## src/hw/t2c_regs.svh

```systemverilog
// Register indices, field positions, reset values and timing counts of the timer.
// Assumes byte addresses on the bus are four times the register index.
`ifndef T2C_REGS_SVH
`define T2C_REGS_SVH
// Register indices
`define T2C_IDX_PIN_FUNC 8'ha6
`define T2C_IDX_CTRL 8'hc8
`define T2C_IDX_RCAP_LO 8'hca
`define T2C_IDX_RCAP_HI 8'hcb
`define T2C_IDX_CNT_LO 8'hcc
`define T2C_IDX_CNT_HI 8'hcd
`define T2C_IDX_AUXILIARY_CONTROL_ONE 8'hf8
// Control register fields
`define T2C_BIT_OVF 7
`define T2C_BIT_EXT 6
`define T2C_BIT_RX_SEL 5
`define T2C_BIT_TX_SEL 4
`define T2C_BIT_EXEN 3
`define T2C_BIT_RUN 2
`define T2C_BIT_CT 1
`define T2C_BIT_CPRL 0
// Pin function and auxiliary fields
`define T2C_BIT_OUT_EN 1
`define T2C_PIN_FUNC_MASK 8'hf7
`define T2C_BIT_SRC_SEL 2
// Reset values
`define T2C_RST_BYTE 8'h00
`define T2C_RST_WORD 16'h0000
// Timing counts
`define T2C_TIMER_DIV 2
`define T2C_SLOW_DIV 16
`endif

```

## src/hw/t2c_pkg.sv

```systemverilog
// Types shared by the timer design.
// Assumes the register header is included by users of the constants.
package t2c_pkg;
	typedef logic [7:0] t2c_byte_t;
	typedef logic [15:0] t2c_word_t;
	// Source of count increments
	typedef enum logic [1:0] {T2C_SRC_TIMER, T2C_SRC_PIN, T2C_SRC_SLOW} t2c_src_e;
endpackage

```

## src/hw/t2c_timer.sv

```systemverilog
// Sixteen-bit capture/reload timer with a classic Wishbone register slave.
// Assumes one clock; count, trigger and slow clock pins are asynchronous.
//
// What this block does
// - The rx and tx baud select bits pick this timer's overflow over the other timer's.
// - In timer mode the running count steps once every two clock cycles.
// - In counter mode the running count steps on each count pin falling edge or each 16th slow clock rising edge.
// - The source select bit picks the count pin at 0 and the slow clock over 16 at 1.
// - With output enable set the toggle output flips on each overflow, else it stays low.
// - Two byte registers hold the reload value and receive the captured count.
// - The live count reads and writes as two bytes, a write replacing that byte.
// - Overflow sets the overflow flag unless a baud select bit is set; software clears it.
//
// The Wishbone interface to the registers was chosen for this implementation.
`timescale 1ns/100ps
`include "t2c_regs.svh"
module t2c_timer
	import t2c_pkg::*;
#(
	parameter int SLOW_DIV = `T2C_SLOW_DIV
) (
	// Clock and reset
	input wire logic clk_i,
	input wire logic rst_i,
	// Wishbone slave
	input wire logic wb_cyc_i,
	input wire logic wb_stb_i,
	input wire logic wb_we_i,
	input wire logic [9:0] wb_adr_i,
	input wire logic [3:0] wb_sel_i,
	input wire logic [31:0] wb_dat_i,
	output logic [31:0] wb_dat_o,
	output logic wb_ack_o,
	// Pins
	input wire logic count_pin_i,
	input wire logic trigger_pin_i,
	input wire logic slow_clock_i,
	output logic overflow_toggle_out_o,
	output logic overflow_output_enable_o,
	// Serial port baud ticks
	input wire logic timer1_overflow_i,
	output logic rx_baud_tick_o,
	output logic tx_baud_tick_o
);
	localparam int PW = $clog2(`T2C_TIMER_DIV);
	localparam int SW = $clog2(SLOW_DIV);
	localparam logic [PW-1:0] PRESC_LAST = PW'(`T2C_TIMER_DIV - 1);
	localparam logic [SW-1:0] SLOW_LAST = SW'(SLOW_DIV - 1);

	// Divider must be a power of two of at least two
	if (SLOW_DIV < 2 || (1 << SW) != SLOW_DIV) begin : g_bad_div
		$error("SLOW_DIV must be a power of two of at least 2");
	end

	// ************************************************************
	// Pin synchronisers
	// ************************************************************
	logic [2:0] pin_raw;
	logic [2:0] sync1_r;
	logic [2:0] sync2_r;
	logic [2:0] sync3_r;
	assign pin_raw = {slow_clock_i, trigger_pin_i, count_pin_i};
	// Third stage keeps the previous level for edge detection
	for (genvar g = 0; g < 3; g++) begin : g_sync
		always_ff @(posedge clk_i) begin
			if (rst_i) begin
				sync1_r[g] <= 1'b1;
				sync2_r[g] <= 1'b1;
				sync3_r[g] <= 1'b1;
			end else begin
				sync1_r[g] <= pin_raw[g];
				sync2_r[g] <= sync1_r[g];
				sync3_r[g] <= sync2_r[g];
			end
		end
	end
	logic count_fall;
	logic trig_fall;
	logic slow_rise;
	assign count_fall = sync3_r[0] & ~sync2_r[0];
	assign trig_fall = sync3_r[1] & ~sync2_r[1];
	assign slow_rise = ~sync3_r[2] & sync2_r[2];

	// ************************************************************
	// Register state
	// ************************************************************
	t2c_byte_t ctrl_r, ctrl_nxt;
	t2c_byte_t pin_func_r, pin_func_nxt;
	t2c_byte_t auxiliary_control_one_r, auxiliary_control_one_nxt;
	t2c_word_t rcap_r, rcap_nxt;
	t2c_word_t cnt_r, cnt_nxt;
	logic [PW-1:0] presc_r, presc_nxt;
	logic [SW-1:0] slow_div_r, slow_div_nxt;
	logic toggle_r, toggle_nxt;
	logic out_en_r, out_en_nxt;
	logic rx_tick_r, rx_tick_nxt;
	logic tx_tick_r, tx_tick_nxt;
	logic ack_r, ack_nxt;
	logic [31:0] dat_r, dat_nxt;

	// Decoded control fields
	logic run, ct_mode, exen, cprl, rx_sel, tx_sel, forced, reload_mode;
	assign run = ctrl_r[`T2C_BIT_RUN];
	assign ct_mode = ctrl_r[`T2C_BIT_CT];
	assign exen = ctrl_r[`T2C_BIT_EXEN];
	assign cprl = ctrl_r[`T2C_BIT_CPRL];
	assign rx_sel = ctrl_r[`T2C_BIT_RX_SEL];
	assign tx_sel = ctrl_r[`T2C_BIT_TX_SEL];
	assign forced = rx_sel | tx_sel;
	assign reload_mode = ~cprl | forced;

	// Bus access decode; one wait state gives a registered answer
	logic access, wr;
	logic [7:0] idx;
	assign access = wb_cyc_i & wb_stb_i & ~ack_r;
	assign wr = access & wb_we_i & wb_sel_i[0];
	assign idx = wb_adr_i[9:2];
	logic wr_ctrl, wr_cnt_lo, wr_cnt_hi, wr_rcap_lo, wr_rcap_hi;
	assign wr_ctrl = wr && idx == `T2C_IDX_CTRL;
	assign wr_cnt_lo = wr && idx == `T2C_IDX_CNT_LO;
	assign wr_cnt_hi = wr && idx == `T2C_IDX_CNT_HI;
	assign wr_rcap_lo = wr && idx == `T2C_IDX_RCAP_LO;
	assign wr_rcap_hi = wr && idx == `T2C_IDX_RCAP_HI;

	// ************************************************************
	// Count events
	// ************************************************************
	t2c_src_e src;
	logic tick_t, slow_tick, inc, ovf, trig;
	always_comb begin
		if (!ct_mode) begin
			src = T2C_SRC_TIMER;
		end else if (auxiliary_control_one_r[`T2C_BIT_SRC_SEL]) begin
			src = T2C_SRC_SLOW;
		end else begin
			src = T2C_SRC_PIN;
		end
	end
	assign tick_t = presc_r == PRESC_LAST;
	assign slow_tick = slow_rise && slow_div_r == SLOW_LAST;
	// Step only while running; the event select follows the mode
	always_comb begin
		inc = 1'b0; // Safe value for the one source code never produced
		unique case (src)
			T2C_SRC_TIMER: inc = run & tick_t;
			T2C_SRC_PIN: inc = run & count_fall;
			T2C_SRC_SLOW: inc = run & slow_tick;
		endcase
	end
	assign ovf = inc && cnt_r == 16'hffff;
	assign trig = exen & trig_fall;

	// ************************************************************
	// Next state
	// ************************************************************
	always_comb begin
		ctrl_nxt = ctrl_r;
		pin_func_nxt = pin_func_r;
		auxiliary_control_one_nxt = auxiliary_control_one_r;
		rcap_nxt = rcap_r;
		cnt_nxt = cnt_r;
		toggle_nxt = toggle_r;
		// Prescaler is held cleared while stopped so a start is aligned
		presc_nxt = (run && !tick_t) ? presc_r + 1'b1 : '0;
		slow_div_nxt = slow_rise ? slow_div_r + 1'b1 : slow_div_r;
		if (inc) begin
			cnt_nxt = cnt_r + 16'h0001;
		end
		if (reload_mode && (ovf || trig)) begin
			cnt_nxt = rcap_r;
		end
		if (!reload_mode && trig) begin
			rcap_nxt = cnt_r;
		end
		// Software byte writes win over the counting hardware
		if (wr_cnt_lo) begin
			cnt_nxt[7:0] = wb_dat_i[7:0];
		end
		if (wr_cnt_hi) begin
			cnt_nxt[15:8] = wb_dat_i[7:0];
		end
		if (wr_rcap_lo) begin
			rcap_nxt[7:0] = wb_dat_i[7:0];
		end
		if (wr_rcap_hi) begin
			rcap_nxt[15:8] = wb_dat_i[7:0];
		end
		if (wr_ctrl) begin
			ctrl_nxt = wb_dat_i[7:0];
		end
		if (wr && idx == `T2C_IDX_PIN_FUNC) begin
			pin_func_nxt = wb_dat_i[7:0] & `T2C_PIN_FUNC_MASK;
		end
		if (wr && idx == `T2C_IDX_AUXILIARY_CONTROL_ONE) begin
			auxiliary_control_one_nxt = wb_dat_i[7:0];
		end
		// Flag sets come last so an event beats a clear in the same cycle
		if (ovf && !forced) begin
			ctrl_nxt[`T2C_BIT_OVF] = 1'b1;
		end
		if (trig) begin
			ctrl_nxt[`T2C_BIT_EXT] = 1'b1;
		end
		// Toggle output idles low while disabled
		if (!pin_func_r[`T2C_BIT_OUT_EN]) begin
			toggle_nxt = 1'b0;
		end else if (ovf) begin
			toggle_nxt = ~toggle_r;
		end
	end

	// Baud ticks and bus answer
	always_comb begin
		out_en_nxt = pin_func_r[`T2C_BIT_OUT_EN];
		rx_tick_nxt = rx_sel ? ovf : timer1_overflow_i;
		tx_tick_nxt = tx_sel ? ovf : timer1_overflow_i;
		ack_nxt = access;
		dat_nxt = dat_r;
		if (access) begin
			dat_nxt = 32'h0000_0000; // Unmapped reads return zero
			unique case (idx)
				`T2C_IDX_PIN_FUNC: dat_nxt[7:0] = pin_func_r;
				`T2C_IDX_CTRL: dat_nxt[7:0] = ctrl_r;
				`T2C_IDX_RCAP_LO: dat_nxt[7:0] = rcap_r[7:0];
				`T2C_IDX_RCAP_HI: dat_nxt[7:0] = rcap_r[15:8];
				`T2C_IDX_CNT_LO: dat_nxt[7:0] = cnt_r[7:0];
				`T2C_IDX_CNT_HI: dat_nxt[7:0] = cnt_r[15:8];
				`T2C_IDX_AUXILIARY_CONTROL_ONE: dat_nxt[7:0] = auxiliary_control_one_r;
				default: dat_nxt[7:0] = 8'h00;
			endcase
		end
	end

	// ************************************************************
	// Registers
	// ************************************************************
	always_ff @(posedge clk_i) begin
		if (rst_i) begin
			ctrl_r <= `T2C_RST_BYTE;
			pin_func_r <= `T2C_RST_BYTE;
			auxiliary_control_one_r <= `T2C_RST_BYTE;
			rcap_r <= `T2C_RST_WORD;
			cnt_r <= `T2C_RST_WORD;
			presc_r <= '0;
			slow_div_r <= '0;
			toggle_r <= 1'b0;
			out_en_r <= 1'b0;
			rx_tick_r <= 1'b0;
			tx_tick_r <= 1'b0;
			ack_r <= 1'b0;
			dat_r <= 32'h0000_0000;
		end else begin
			ctrl_r <= ctrl_nxt;
			pin_func_r <= pin_func_nxt;
			auxiliary_control_one_r <= auxiliary_control_one_nxt;
			rcap_r <= rcap_nxt;
			cnt_r <= cnt_nxt;
			presc_r <= presc_nxt;
			slow_div_r <= slow_div_nxt;
			toggle_r <= toggle_nxt;
			out_en_r <= out_en_nxt;
			rx_tick_r <= rx_tick_nxt;
			tx_tick_r <= tx_tick_nxt;
			ack_r <= ack_nxt;
			dat_r <= dat_nxt;
		end
	end

	assign wb_ack_o = ack_r;
	assign wb_dat_o = dat_r;
	assign overflow_toggle_out_o = toggle_r;
	assign overflow_output_enable_o = out_en_r;
	assign rx_baud_tick_o = rx_tick_r;
	assign tx_baud_tick_o = tx_tick_r;

	logic cnt_wr;
	assign cnt_wr = wr_cnt_lo | wr_cnt_hi;
endmodule

```

## config.mk

```make
export PLATFORM = sky130hd
export DESIGN_NAME = t2c_timer
export DESIGN_NICKNAME = d
export VERILOG_FILES = /design/src/hw/t2c_pkg.sv /design/src/hw/t2c_timer.sv
export VERILOG_INCLUDE_DIRS = /design/src /design/src/hw
export SDC_FILE = /design/constraint.sdc
export NUM_CORES = 1
export LEC_CHECK = 0
export BUFFER_PORTS_ARGS = -buffer_cell sky130_fd_sc_hd__buf_4
export CAP_MARGIN = 20
export CORE_MARGIN = 3
export CORE_UTILIZATION = 52
export DETAILED_ROUTE_END_ITERATION = 8
export PLACE_DENSITY = 0.78
export SYNTH_ARGS = -nofsm -noshare
export SYNTH_HDL_FRONTEND = slang
export SYNTH_SLANG_ARGS = --single-unit
```

## constraint.sdc

```tcl
create_clock -name clk_i -period 6.6 [get_ports clk_i]
set_input_delay 0.99 -clock clk_i [delete_from_list [all_inputs] [get_ports clk_i]]
set_output_delay 0.99 -clock clk_i [all_outputs]
set_load 0.05 [all_outputs]
```

==> results by stage, run 1 <==
Logic synthesis:
- Among all cell types in the netlist, the one instantiated most often is dfxtp_1.
- The sequential fraction of the synthesis area is 0.384.
- The predominant post-synthesis flop cell is dfxtp_1.
- The top cell type's share of synthesized area is 0.384.
- The share of flip-flops with an asynchronous set or reset after synthesis is 0.
- The mean area per synthesized cell is 8.96 um2.
- The largest total area in the synthesized netlist belongs to dfxtp_1.
- The number of enable flip-flop cells after synthesis is 0.
- The cell count after synthesis came out at 477.
- Summing every instance area after synthesis gives 0.00427 mm2.
- The netlist uses 56 different library cells.
- Counting flops and latches in the post-synthesis netlist gives 82.
- Yosys printed 0 warnings.
- By count the netlist is led by dfxtp_1, nor2_1, mux2i_1.
- After synthesis, the cell types taking the most area are dfxtp_1, mux2i_1, nor2_1.

CTS:
- The longest clock path from root to sink contains 2 buffers.
- The total number of clock tree sinks is 82.
- Post-CTS repair changed the size of 0 cells.
- The later-pin clock latency in the skew report is 0.37 ns.
- The number of CTS-inserted buffers is 9.
- The register clock-pin slew on the reported worst setup and hold paths is 0.08 ns.
- In this run the number of H-tree levels came out at 3.
- The clock tree from TritonCTS is yes.
- CTS placed an instance of clkbuf_8 at the clock tree root.
- The post-CTS setup repair buffer count is 0.
- The hold buffer count at cts is 0.

Detailed routing:
- The detail route stage leaves a number of antenna-violating nets equal to 0.
- In the final routed layout, each cell accounts on average for 18.1 um.
- The final routed wirelength across all metal layers is 11000 um.
- For this block, the via count after detailed routing is 3665.
- The pre-antenna-repair detailed-routing pass consisted of 6 iterations.
- The detailed router finished its first iteration with 379 violations.
- For this run, design rule violations remaining after detail routing come to 0.
- The mean number of vias per cell is 6.03.

Placed design:
- The placed instances occupy a cell area of 0.00448 mm2.
- The number of placed cells counting well taps is 590.
- The routability congestion estimate is 0.923.
- Buffers placed on the I/O ports in this run total 38.
- The estimated wirelength of the detail-placed design is 7520 um.

Die:
- In this run the horizontal extent of the chip is 96.6 um.
- The area of the placeable core is 0.00785 mm2.
- The y dimension of the die is 96.6 um.
- The floorplan has 32 rows.
- During I/O placement, the number of pins put on the boundary was 92.
- The floorplan die area is 0.00934 mm2.
- The initial cell density of the core is 0.544.

Critical path:
- The critical path capture point is auxiliary_control_one_r[7].
- The startpoint identified for the worst register-to-register timing path is cnt_r[7].
- Grouping stages by cell kind, the critical path spends the most delay in simple AND/OR/NAND/NOR gates.
- Together, buffers and inverters on the worst path number 1.
- The worst-case reg-to-reg path depth is 6.
- In this run the critical register-to-register path is captured at cnt_r[12].
- The largest single stage delay on the critical path is 0.95 ns.
- For the worst setup path, the data arrival time is 3.58 ns.
- The largest individual stage delay along the critical path comes from the cell nor4_2.
- The critical path goes through buf_4, or2_2, nor4_2, and2_0, mux2i_1, nor2_1.
- The critical path start-end classification is input port to flip-flop.
- The startpoint class of the critical path is an input port.
- STA classifies the critical path endpoint as a flip-flop.
- The total number of cells along the worst setup path is 6.
- The data required time of the critical path is 6.83 ns.
- For flop-to-flop paths, the worst setup slack is 3.78 ns.
- Of all nets on the critical path, the largest fanout is 22.
- The critical path starts at wb_adr_i[2].

Final layout:
- The number of nets in the final layout is 558.
- The design area is 0.00473 mm2.
- After the flow finishes, the layout carries non-filler instances totaling 608.
- For this run, the share of the core covered by cells in the final layout is 0.602.
- The number of antenna cells inserted is 0.
- The share of cells above drive strength 1 is 0.166.
- The area added between synthesis and finish is 10.7%.

STA:
- The number of hold violations in the final report was 0.
- The worst clock skew is 0.0124 ns.
- The max-slew violation count is 0.
- Setup repair after global routing left no endpoint under its margin.
- The sum of negative setup slack is 0 ns.
- The final critical delay including setup and external delays is 3.35 ns.
- The actual slew at the worst max-slew pin is 1.12 ns.
- The number of setup violations in the final report is 0.
- The fmax is 299 MHz.
- The post-route fraction of the period consumed by the critical path is 0.507.
- Headroom to the max-slew limit came out at 0.247.

Global route:
- The number of antenna violations at the first check in global routing is 0.
- For this run the aggregate overflow at the end of global routing stands at 0.
- The total track usage is 0.229.
- The largest net degree at the start of global routing is 76.
- The via count of the first global-routing pass is 3398.
- The first global-routing pass estimated 17300 um of wire.

Flow run:
- The tool flagged a number of max-cap violations equal to 0.

Min path:
- The worst hold path class is flip-flop to flip-flop.

Run status:
- The run finished with clean final reports.

Power and ir drop:
- Power spread over the standard cell area amounts to 202 mW/mm2.
- The worst-case IR drop observed on VDD is 0.128 mV.
- For this design the static power due to leakage is 1.90 nW.
layout make-up:
type | instances | area (um2)
Fill cell | 694 | 3120
Multi-Input combinational cell | 365 | 2410
Sequential cell | 82 | 1640
Timing Repair Buffer | 41 | 328
Clock buffer | 10 | 138
Tap cell | 102 | 128
Clock inverter | 6 | 71.3
Inverter | 2 | 7.51
cell families after synthesis:
kind of cell	synth area share
buffers and inverters	0.0726
flip-flops	0.384
multiplexers	0.146
AO/OA/AOI/OAI	0.142
other	0.000878
XOR/XNOR	0.0349
AND/OR/NAND/NOR	0.213
adder cells (fa/ha/maj)	0.00586
layer usage:
layer	vias to the layer above	routed length [um]	global-route usage
met5	-	0	0
met4	0	327	0.0972
met3	30	991	0.0497
met2	208	5110	0.353
met1	1707	4570	0.308
li1	1720	-	-
state kept, by name (all words and copies together), names as in the netlist, 3 cells and up:
signal                   cells
slow_div_r                   4
wb_dat_o                     8
sync1_r                      3
auxiliary_control_one_r      8
ctrl_r                       8
rcap_r                      16
sync3_r                      3
cnt_r                       16
pin_func_r                   7
sync2_r                      3
report_power, final:
part | switching, mW | internal [mW]
logic | 0.0591 | 0.0170
clock network | 0.194 | 0.188
registers | 0.00131 | 0.498
total | 0.254 | 0.703
how the worst min path moves through the flow:
| stage | from | endpoint | slack (ns) | cells past startpoint |
|---|---|---|---|---|
| 2_1_floorplan | sync1_r[0] | sync2_r[0] | 0.39 | 1 |
| 3_3_place_gp | sync1_r[1] | sync2_r[1] | 0.39 | 1 |
| 3_5_place_dp | sync1_r[0] | sync2_r[0] | 0.40 | 1 |
| 4_1_cts | sync1_r[0] | sync2_r[0] | 0.43 | 1 |
| 5_1_grt | sync1_r[0] | sync2_r[0] | 0.43 | 1 |
| 6_report | sync1_r[1] | sync2_r[1] | 0.42 | 1 |
worst register-to-register path, cell delays in order, from the launching register on:
cell and delay [ns]:
dfxtp_1 0.53, and4_1 0.33, nand4_2 0.18, or4_4 0.57
a21oi_4 0.64, mux2i_1 0.19, a211oi_1 0.29
per-stage QoR:
stage / total power [mW] / worst slack [ns] / hold WS [ns]
after floorplan: 0.572 / 3.80 / 0.389
after global placement: 0.584 / 3.05 / 0.392
after detailed placement: 0.585 / 3.01 / 0.397
after CTS: 0.962 / 3.39 / 0.426
after global routing: 0.984 / 3.20 / 0.428
final: 0.957 / 3.25 / 0.419
placed cells by master (no fill, tap or decap), drive strengths merged, types with 3 or more instances in the layout:
cell type	n
mux2i	58
inv	4
mux2	4
clkbuf	10
xnor2	13
dfxtp	82
and2	7
buf	41
nand4	4
a41oi	3
nor2b	5
a22oi	7
or3	12
or2	13
nor3	10
a222oi	6
a21o	4
xor2	4
conb	24
a211oi	24
nor2	61
and3	8
nand3	20
a21oi	15
o21ai	18
nand2	16
o22ai	4
nand3b	4
Power figures use the tool's default switching activity.
==> run 2: changes to the inputs <==
- clock period: 6.6 -> 3.42 ns (I/O delays scaled with it)
==> run 2 against run 1 <==
Flip-flop and latch count did not move. Non-clock buffer count rose by 5. Power rose by 83%. Critical path type is now flip-flop to flip-flop. Largest cell class unchanged.
==> results by stage, run 2 (synthesis gave the netlist of run 1 again) <==
STA:
- The number of setup violations in the final report is 0 (unchanged).
- The actual slew at the worst max-slew pin is 1.17 ns (+0.0466 ns).
- The sum of negative setup slack is 0 ns (unchanged).
- The post-layout worst setup margin is 0.650 ns (-2.60 ns).
- Dividing the final minimum period by the clock period gives 0.810.
- The number of hold violations in the final report was 0 (unchanged).
- Static timing analysis puts the maximum clock frequency at 361 MHz.
- The final critical delay including setup and external delays is 2.77 ns.
- Setup repair after global routing left no endpoint under its margin.
- The worst clock skew is 0.0103 ns (-0.00202 ns).
- The max-slew violation count is 0 (unchanged).
- The worst-case headroom to the max-slew limit is 0.222 (-0.0248).

Critical path:
- The worst register-to-register path begins at cnt_r[6].
- The critical path goes through and4_1, nand4_2, or4_4, a21oi_4, mux2i_1, a211oi_1.
- The count of buffer and inverter cells on the critical path came to 0 (-1).
- The type of destination of the critical path is a flip-flop.
- The total number of cells along the worst setup path is 6 (unchanged).
- In this run the critical register-to-register path is captured at cnt_r[12].
- The startpoint class of the critical path is a flip-flop.
- The data required time of the critical path is 3.69 ns (-3.14 ns).
- The worst-case reg-to-reg path depth was 6 (unchanged).
- The maximum fanout encountered on the critical timing path is 17 (-23%).
- The register-to-register path setup slack is 0.65 ns (-3.13 ns).
- The most critical setup path has its startpoint at cnt_r[6].
- The longest individual stage delay on the worst path is 0.64 ns (-0.31 ns).
- The critical path capture point is cnt_r[12].
- The critical path start-end classification is flip-flop to flip-flop.
- The slowest stage of the critical path belongs to the cell a21oi_4.
- The data arrival time at the worst-slack endpoint is 3.04 ns (-0.54 ns).
- The kind of cell adding the most delay to the critical path is simple AND/OR/NAND/NOR gates.

Placed design:
- The estimated wirelength of the detail-placed design is 7670 um (+1.9%).
- The routability congestion estimate was 0.922 (-0.11%).
- The worst setup timing slack at the placement stage is 0.686 ns (-2.32 ns).
- The quantity of I/O buffers inserted on ports is 38 (unchanged).

Global route:
- The met1 global-route usage is 0.310 (+0.00236).
- The residual overflow from global routing is 0 (unchanged).
- The via count of the first global-routing pass is 3536 (+4.1%).
- The wire length of the first global-routing pass was 18100 um (+4.4%).
- The global routing stage identified its most utilized layer as met2.
- The number of antenna violations at the first check in global routing was 0 (unchanged).
- The total track usage is 0.236 (+0.00757).
- The largest net degree at the start of global routing came to 76 (unchanged).
- The routing usage on met2 is 0.361 (+0.00796).
- The global routing met3 resource utilization is 0.0627 (+0.0130).

Min path:
- The worst hold path class is input port to flip-flop.
- The number of instances on the worst hold path is 2 (+1).

Final layout:
- Leaving out fill and tap cells, the most frequent cells in the layout are dfxtp_1, nor2_1, mux2i_1.
- The area of all sequential standard cells was 0.00164 mm2 (unchanged).
- The share of cells above drive strength 1 is 0.172 (+0.00620).
- The number of antenna cells inserted came to 0 (unchanged).
- The number of nets in the final layout is 563 (+0.90%).
- The combined area of the multi-input logic cells is 0.00241 mm2 (-0.31%).
- In the final layout, the registers with the most flip-flops are cnt_r: 16 flops, rcap_r: 16 flops.
- The area added between synthesis and finish is 10.1%.
- The number of filler instances in the final layout is 702 (+1.2%).
- The library cell used most frequently in the layout, excluding fill and tap cells, is dfxtp_1.

Power and ir drop:
- The maximum vdd ir drop is 0.216 mV (+69%).
- The sum of internal, switching and leakage power is 1.75 mW (+83%).
- The power density normalized to cell area came to 371 mW/mm2 (+84%).
- The static leakage came to 1.89 nW (-0.26%).

CTS:
- The count of instances resized after the clock tree is built is 0 (unchanged).
- The post-CTS setup repair buffer count came to 0 (unchanged).
- The total number of clock tree sinks is 82 (unchanged).
- The number of CTS-inserted buffers came to 9 (unchanged).
- The level count of the clock H-tree is 3 (unchanged).
- The register clock-pin slew on the reported worst setup and hold paths came to 0.09 ns (about the same).
- The hold buffer count at cts came to 0 (unchanged).
- The clock tree from TritonCTS is yes.
- The root buffer cell chosen for the clock tree is clkbuf_8.
- The clock tree buffer depth was 2 (unchanged).
- The later-pin clock latency in the skew report came to 0.36 ns (about the same).

Flow run:
- The number of maximum-capacitance constraint violations is 0 (unchanged).

Detailed routing:
- The total number of vias came to 3696 (+0.85%).
- The final routed wirelength across all metal layers is 10900 um (-0.51%).
- The number of DRC markers after the initial detailed-route iteration is 478 (+26%).
- The number of design rule violations left after detail routing is 0 (unchanged).
- The average wire per standard cell is 17.9 um (-1.3%).
- The mean number of vias per cell came to 6.03 (about the same).
- The number of nets still failing antenna checks after routing is 0 (unchanged).
- The detailed-router iteration count before antenna repair was 8 (+2).

Die:
- The y dimension of the die is 96.6 um (unchanged).
- The initial cell density of the core is 0.544 (unchanged).
- The area of the placeable core is 0.00785 mm2 (unchanged).
- The floorplan die area is 0.00934 mm2 (unchanged).
- The number of placed I/O pins was 92 (unchanged).
- The width of the chip came to 96.6 um (unchanged).
- The number of placement rows is 32 (unchanged).

Run status:
- The run finished with clean final reports.
-- run 2: changes by cell type in the layout (fill, tap and decap cells not counted), sizes merged --
cell    before  now
bufinv       1    0
clkinv       1    3
buf         41   46
clkbuf      10    9
-- run 2: metal layers --
metal / vias to the layer above / part of all wire
li1: 1731 / -
met1: 1734 / 0.42
met2: 207 / 0.46
met3: 24 / 0.091
met4: 0 / 0.030
met5: - / 0
-- run 2: worst min-delay path by stage --
| stage | startpoint | to |
|---|---|---|
| after detailed placement | sync1_r[0] | sync2_r[0] |
| after global routing | slow_clock_i | sync1_r[2] |
| after CTS | trigger_pin_i | sync1_r[1] |
| after floorplan | sync1_r[0] | sync2_r[0] |
| final | trigger_pin_i | sync1_r[1] |
| after global placement | sync1_r[1] | sync2_r[1] |
-- run 2: area by class of cell --
class | instances | share of cell area
inverters | 2 | 0.00160
multi-input cells | 365 | 0.512
repair buffers | 46 | 0.0734
flip-flops and latches | 82 | 0.349
clock inverters | 7 | 0.0109
clock buffers | 9 | 0.0263
well taps | 102 | 0.0271
-- run 2: report_power, final --
group,switching [mW],leakage [nW],total [mW],internal [mW]
clock network,0.371,0.0860,0.638,0.267
registers,0.00233,0.663,0.963,0.960
logic,0.114,1.14,0.147,0.0330
total,0.487,1.89,1.75,1.26
-- run 2: metrics by stage --
| step | hold WS (ns) | std cells | area [um2] | util |
|---|---|---|---|---|
| global route | 0.318 | 613 | 4700 | 0.599 |
| global placement | 0.392 | 597 | 4530 | 0.577 |
| CTS | 0.332 | 613 | 4700 | 0.599 |
| detailed placement | 0.398 | 597 | 4530 | 0.577 |
| finish | 0.337 | 613 | 4700 | 0.599 |
| floorplan | 0.389 | 500 | 4360 | - |
